==> config.mk <==
export PLATFORM = sky130hd
export DESIGN_NAME = sbc_top
export DESIGN_NICKNAME = d
export VERILOG_FILES = /design/src/sbc_pkg.sv /design/src/sbc_class.sv /design/src/sbc_top.sv
export VERILOG_INCLUDE_DIRS = /design/src
export SDC_FILE = /design/constraint.sdc
export NUM_CORES = 1
export LEC_CHECK = 0
export BUFFER_PORTS_ARGS = -buffer_cell sky130_fd_sc_hd__buf_4
export CORE_ASPECT_RATIO = 2
export CORE_UTILIZATION = 53
export DETAILED_ROUTE_END_ITERATION = 10
export GPL_TIMING_DRIVEN = 0
export HOLD_SLACK_MARGIN = 0.15
export PLACE_DENSITY = 0.79
export SLEW_MARGIN = 20
export SYNTH_ARGS = -nofsm -noshare
export SYNTH_HDL_FRONTEND = slang
export SYNTH_HIERARCHICAL = 1
export SYNTH_SLANG_ARGS = --single-unit
==> constraint.sdc <==
create_clock -name clk -period 7.3 [get_ports clk]
set_input_delay 0 -clock clk [delete_from_list [all_inputs] [get_ports clk]]
set_output_delay 0 -clock clk [all_outputs]
set_load 0.01 [all_outputs]
==> src/sbc_map.svh <==
`ifndef SBC_MAP_SVH
`define SBC_MAP_SVH

// Request field widths, counter width and class count
`define SBC_ADDR_W        32
`define SBC_ID_W          8
`define SBC_SNOOP_W       4
`define SBC_DOM_W         2
`define SBC_CNT_W         16
`define SBC_NUM_CLASS     3

// Shareability domain encodings
`define SBC_DOM_NSH       2'h0
`define SBC_DOM_INNER     2'h1
`define SBC_DOM_OUTER     2'h2
`define SBC_DOM_SYS       2'h3

// Snoop encodings
`define SBC_SNP_NOSNOOP   4'h0
`define SBC_SNP_LINEUNIQ  4'h1
`define SBC_SNP_CLEANSHR  4'h8
`define SBC_SNP_CLEANINV  4'h9
`define SBC_SNP_MAKEINV   4'hd

// Class indices for the statistics counters
`define SBC_CLS_INNER     0
`define SBC_CLS_OUTER     1
`define SBC_CLS_CMO       2

// Counter reset value and increment
`define SBC_CNT_RST       16'h0000
`define SBC_CNT_ONE       16'h0001

`endif

==> src/sbc_pkg.sv <==
`include "sbc_map.svh"

package sbc_pkg;

  typedef struct packed {
    logic                     inner;
    logic                     outer;
    logic                     cmaint;
  } sbc_cfg_s;

  typedef struct packed {
    logic                     wr;
    logic [`SBC_ID_W-1:0]     id;
    logic [`SBC_ADDR_W-1:0]   addr;
    logic [`SBC_SNOOP_W-1:0]  snoop;
    logic                     bar;
    logic [`SBC_DOM_W-1:0]    domain;
  } sbc_req_s;

  typedef enum logic [1:0] {
    SBC_KIND_PLAIN,
    SBC_KIND_INNER,
    SBC_KIND_OUTER,
    SBC_KIND_CMO
  } sbc_kind_e;

  typedef struct packed {
    sbc_req_s                 req;
    sbc_kind_e                kind;
    logic                     bcast;
    logic                     local_cmo;
  } sbc_dec_s;

endpackage : sbc_pkg

==> src/sbc_class.sv <==
`timescale 1ns/1ps
`include "sbc_map.svh"

module sbc_class
  import sbc_pkg::*;
(
  input  wire sbc_req_s in_req,
  input  wire sbc_cfg_s cfg,
  output sbc_dec_s      dec
);

  logic inner_ok;
  logic is_cmo;

  always_comb begin
    inner_ok      = cfg.inner & cfg.outer;                         // see RL2
    is_cmo        = ~in_req.wr & ~in_req.bar &
                    ((in_req.snoop == `SBC_SNP_CLEANSHR) ||
                     (in_req.snoop == `SBC_SNP_CLEANINV) ||
                     (in_req.snoop == `SBC_SNP_MAKEINV));
    dec           = '0;
    dec.req       = in_req;
    dec.kind      = SBC_KIND_PLAIN;
    dec.bcast     = 1'b0;
    dec.local_cmo = 1'b0;
    if (in_req.bar) begin
      dec.kind = SBC_KIND_PLAIN;
    end else if (is_cmo) begin
      dec.kind = SBC_KIND_CMO;
      if (cfg.cmaint) begin
        dec.bcast = 1'b1;                                          // see RL5, see RL7
      end else begin
        case (in_req.domain)                                       // see RL8
          `SBC_DOM_INNER: dec.bcast = inner_ok;
          `SBC_DOM_OUTER: dec.bcast = cfg.outer;
          default:        dec.bcast = 1'b0;
        endcase
      end
      dec.local_cmo = ~dec.bcast;                                  // see RL5
    end else if (in_req.domain == `SBC_DOM_INNER) begin
      dec.kind  = SBC_KIND_INNER;
      dec.bcast = inner_ok;                                        // see RL3, see RL9
    end else if (in_req.domain == `SBC_DOM_OUTER) begin
      dec.kind  = SBC_KIND_OUTER;
      dec.bcast = cfg.outer;                                       // see RL4, see RL9
    end
    if ((dec.kind == SBC_KIND_INNER || dec.kind == SBC_KIND_OUTER) && !dec.bcast) begin
      dec.req.snoop  = `SBC_SNP_NOSNOOP;                           // see RL10
      dec.req.domain = `SBC_DOM_NSH;                               // see RL10
    end
  end

endmodule : sbc_class

==> src/sbc_top.sv <==
`timescale 1ns/1ps
`include "sbc_map.svh"

// Behaviour
// RL1 - Integrator keeps enable inputs static through reset
// RL2 - Inner enable is only valid with outer
// RL3 - Inner shareable broadcast only when inner enabled
// RL4 - Outer shareable broadcast only when outer enabled
// RL5 - Maintenance enable decides maintenance issue onto interconnect
// RL6 - Integrator sets maintenance enable with downstream cache
// RL7 - Maintenance enabled: broadcast all maintenance operations
// RL8 - Maintenance disabled: domain and enables decide
// RL9 - Enable triple maps to broadcast classes
// RL10 - Unbroadcast shareable requests become non-snooping
module sbc_top
  import sbc_pkg::*;
(
  input  wire logic     clk,
  input  wire logic     rst,
  input  wire logic     inner_shareable_bcast_en,
  input  wire logic     outer_shareable_bcast_en,
  input  wire logic     cache_maint_bcast_en,
  input  wire logic     up_valid,
  input  wire sbc_req_s up_req,
  output logic          up_ready,
  output logic          dn_valid,
  output sbc_req_s      dn_req,
  output logic          dn_bcast,
  input  wire logic     dn_ready,
  output logic          cmo_local_done,
  output logic [`SBC_ID_W-1:0] cmo_local_id,
  output logic          cmo_local_wr,
  output logic          cfg_invalid,
  output logic [`SBC_NUM_CLASS-1:0][`SBC_CNT_W-1:0] bcast_cnt,
  output logic [`SBC_NUM_CLASS-1:0][`SBC_CNT_W-1:0] filt_cnt
);

  typedef struct packed {
    sbc_cfg_s                                      cfg;
    logic                                          cfg_bad;
    logic                                          up_ready;
    logic                                          dn_valid;
    sbc_req_s                                      dn_req;
    logic                                          dn_bcast;
    logic                                          cmo_done;
    logic [`SBC_ID_W-1:0]                          cmo_id;
    logic                                          cmo_wr;
    logic [`SBC_NUM_CLASS-1:0][`SBC_CNT_W-1:0]     bcast_cnt;
    logic [`SBC_NUM_CLASS-1:0][`SBC_CNT_W-1:0]     filt_cnt;
  } sbc_state_s;

  sbc_state_s st;
  sbc_state_s next_st;
  sbc_dec_s   dec;
  logic       take;
  logic       drain;
  int         cls;

  // Classifier works on the configuration captured at reset
  sbc_class u_class (
    .in_req (up_req),
    .cfg    (st.cfg),
    .dec    (dec)
  );

  always_comb begin
    next_st          = st;
    take             = up_valid & st.up_ready;
    drain            = st.dn_valid & dn_ready;
    cls              = `SBC_CLS_INNER;
    next_st.cmo_done = 1'b0;

    if (rst) begin
      // Enables are static tie-offs, sampled while reset is held
      next_st.cfg.inner  = inner_shareable_bcast_en;               // see RL1
      next_st.cfg.outer  = outer_shareable_bcast_en;               // see RL1
      next_st.cfg.cmaint = cache_maint_bcast_en;                   // see RL1
      next_st.cfg_bad    = inner_shareable_bcast_en &
                           ~outer_shareable_bcast_en;              // see RL2
      next_st.up_ready   = 1'b0;
      next_st.dn_valid   = 1'b0;
      next_st.dn_req     = '0;
      next_st.dn_bcast   = 1'b0;
      next_st.cmo_done   = 1'b0;
      next_st.cmo_id     = '0;
      next_st.cmo_wr     = 1'b0;
      for (int i = 0; i < `SBC_NUM_CLASS; i++) begin
        next_st.bcast_cnt[i] = `SBC_CNT_RST;
        next_st.filt_cnt[i]  = `SBC_CNT_RST;
      end
    end else begin
      if (drain) begin
        next_st.dn_valid = 1'b0;
      end

      if (take) begin
        if (dec.local_cmo) begin
          // Maintenance kept off the interconnect completes here
          next_st.cmo_done = 1'b1;                                 // see RL5, see RL8
          next_st.cmo_id   = up_req.id;
          next_st.cmo_wr   = up_req.wr;
        end else begin
          next_st.dn_valid = 1'b1;
          next_st.dn_req   = dec.req;                              // see RL10
          next_st.dn_bcast = dec.bcast;                            // see RL9
        end

        case (dec.kind)
          SBC_KIND_INNER: cls = `SBC_CLS_INNER;
          SBC_KIND_OUTER: cls = `SBC_CLS_OUTER;
          SBC_KIND_CMO:   cls = `SBC_CLS_CMO;
          default:        cls = `SBC_CLS_INNER;
        endcase

        if (dec.kind != SBC_KIND_PLAIN) begin
          if (dec.bcast) begin
            next_st.bcast_cnt[cls] = st.bcast_cnt[cls] + `SBC_CNT_ONE;
          end else begin
            next_st.filt_cnt[cls] = st.filt_cnt[cls] + `SBC_CNT_ONE;
          end
        end
      end

      // Accept only into an empty output slot
      next_st.up_ready = ~next_st.dn_valid;
    end
  end

  always_ff @(posedge clk) begin
    st <= next_st;
  end

  assign up_ready       = st.up_ready;
  assign dn_valid       = st.dn_valid;
  assign dn_req         = st.dn_req;
  assign dn_bcast       = st.dn_bcast;
  assign cmo_local_done = st.cmo_done;
  assign cmo_local_id   = st.cmo_id;
  assign cmo_local_wr   = st.cmo_wr;
  assign cfg_invalid    = st.cfg_bad;
  assign bcast_cnt      = st.bcast_cnt;
  assign filt_cnt       = st.filt_cnt;

endmodule : sbc_top

==> impl_metrics.csv <==
group,metric,value,unit
power,power.density,188,nW/um2
synth,ys_seq_elements,161,
synth,synth.top_cell.area_share,36.1,%
floorplanning,core_area,16200,um2
final_layout,nFillCells,1310,
critical_path,cp.arrival,4.26,ns
synth,synth-seq-area-share,37.5,%
clocking,ctsHoldBuffers,53,
synth,yosysWarnings,6,
power,total_power,2.17,mW
floorplanning,start_util,53.8,%
timing,finalHoldViolations,0,
run,drv_cap,0,
floorplanning,io_pins,213,
power,power_leakage,4.98,nW
route,dr.pass1.iters,6,
timing,tightest_slew,0.938,ns
route,drt-total-wl,25.5,mm
clocking,post_cts_resized,0,
floorplanning,die_y,183,um
synth,synth.most_common_cell,"buf_4",
min_path,worstHoldPathType,"in2reg",
timing,setup-tns-final,0,ns
critical_path,crit_path_start_kind,"input port",
grt,grt_pass1_vias,8162,
critical_path,crit_fanout,10,
critical_path,ff2ff_path_depth,10,
clocking,cts.clk_slew.worst_paths,0.06,ns
critical_path,cp.required,7.58,ns
timing,fin_crit,3.98,ns
clocking,clock_tree.buffer_depth,2,
synth,yosys.area.top_type,"dfxtp_1",
grt,antenna_found_initial,0,
route,vias_per_cell,5.36,
min_path,whs_path_depth,5,
final_layout,layout.cells.non_filler,1492,
synth,async_reset_ff_share,0,%
timing,finalCritPeriodShare,54.5,%
clocking,cts_buffers,17,
timing,rsz0062_at_grt,"no",
placement,routabilityCongestion,0.931,
route,routedWlPerCell,17.1,um
power,vdd.ir_drop.worst,160,uV
synth,synthDistinctLibCells,67,
timing,drv_slew,0,
clocking,clock_latency,0.43,ns
route,drtIter0Drc,451,
timing,final-setup-viol-count,0,
floorplanning,die_w,92.6,um
synth,synth.avg_cell_area,8.53,um2
grt,grtUsageTotal,30.2,%
route,vias,7991,
clocking,root_buffer,"clkbuf_16",
clocking,cts_sinks,161,
synth,synthTopCellsByArea,"dfxtp_1 (36%), buf_4 (17%), nand2_1 (6.7%)",
timing,relSlewSlack,37.5,%
placement,numPortBuffers,180,
timing,finClkSkew,0.0124,ns
critical_path,crit_path_end_kind,"flop",
final_layout,fin_nets,1333,
clocking,cts_setup_buffers,0,
final_layout,area_delta_synth_final,32.6,%
route,drtAntennaViolNets,0,
synth,synth_edf_count,4,
clocking,htree_num_levels,4,
route,route.detailed.drc,0,
floorplanning,fp-row-count,66,
grt,grt_overflow,0,
final_layout,drive_above_1_share,35.0,%
timing,max_freq,251,MHz
synth,synth_nets,1081,
placement,detailed_place_hpwl,18.4,mm
synth,synth_area,8700,um2
placement,dp.cells,1405,
synth,synth_top_flop_cell,"dfxtp_1",
grt,grt_first_pass_wirelength,39.7,mm
synth,synthCells,1021,
outcome,status,"completed",
grt,grt_max_degree,17,
clocking,cts_tree,"yes",
floorplanning,dieArea,17000,um2
synth,ys_top_cells_by_count,"buf_4 (196), dfxtp_1 (157), nand2_1 (156)",
critical_path,worst-setup-path-type,"in2reg",
[power by group]
group | total (mW) | internal [mW] | switching [mW]
Clock | 1.03 | 0.664 | 0.365
Sequential | 0.910 | 0.900 | 0.0101
Combinational | 0.234 | 0.112 | 0.122
Total | 2.17 | 1.68 | 0.497
[sequential cells by signal (all words and copies together), names as in the netlist]
signal,cells
bcast_cnt,48
cfg_invalid,1
cmo_local_done,1
cmo_local_id,8
cmo_local_wr,1
dn_bcast,1
dn_req,48
dn_valid,1
filt_cnt,48
st,3
up_ready,1
[per-layer routing]
layer  up-vias  wire length [um]  GRT usage (%)
met5         -                 0              0
met4         0              1210           18.0
met3        95              1190           5.31
met2       305             14400           59.4
met1      3764              8670           27.7
li1       3827                 -              -
[worst paths after layout]
path | endpoint | slack [ns] | from
max | filt_cnt[30] | 3.32 | up_req[4]
min | cmo_local_id[6] | 0.29 | up_valid
max reg2reg | bcast_cnt[47] | 3.86 | st[159]
min reg2reg | dn_req[29] | 0.45 | dn_req[29]
[worst max-delay path, cell delays in order]
cell	delay, ns
dlygate4sd3_1	0.55
buf_4	0.14
or3b_4	0.41
a21oi_4	0.19
nor2_1	0.06
nor2_1	0.27
buf_6	0.25
buf_6	0.20
buf_6	0.20
mux2i_1	0.10
a21o_1	0.24
inv_1	0.14
ha_1	0.23
o211ai_1	0.12
nor4_2	0.49
nand4_1	0.22
xnor2_1	0.32
a211oi_1	0.13
[layout by cell type, fill, tap and decap left out, types with 11 or more instances in the layout]
cell type,instances
a22o_1,30
mux2i_1,33
dlygate4sd3_1,53
xnor2_1,18
clkbuf_1,37
a21oi_1,79
buf_4,376
dfxtp_1,157
a211oi_1,20
o211ai_1,12
a22oi_1,15
o21ai_0,11
nor3_1,13
inv_1,12
clkbuf_16,18
nand2_1,156
nor2_1,77
[area by class of cell]
type / count / area, um2 / share of cell area, %
buffer: 241 / 1670 / 14.5
timing repair buffer: 233 / 1880 / 16.3
sequential: 161 / 3260 / 28.3
multi-input combinational: 606 / 3730 / 32.3
clock buffer: 20 / 458 / 3.97
antenna: 2 / 5.00 / 0.0434
inverter: 13 / 48.8 / 0.423
clock inverter: 12 / 228 / 1.97
tap: 204 / 255 / 2.21
[logic make-up after synthesis]
logic type / count (synthesis) / synth area share [%]
mux: 52 / 6.32
fa+ha+maj: 5 / 0.719
flops: 161 / 37.5
buf+inv: 254 / 19.7
compound gates: 204 / 15.8
xor+xnor: 27 / 2.72
simple gates: 318 / 17.2
[metrics by stage]
stage	utilization, %	cell area [um2]	hold slack (ns)	setup WS [ns]
5_1_grt	71.3	11500	0.279	3.09
4_1_cts	71.3	11500	0.267	3.37
6_report	71.3	11500	0.286	3.32
3_3_place_gp	63.7	10300	0.179	3.53
2_1_floorplan	-	8700	0.0989	4.34
3_5_place_dp	63.7	10300	0.181	3.50
Power figures use the tool's default switching activity.
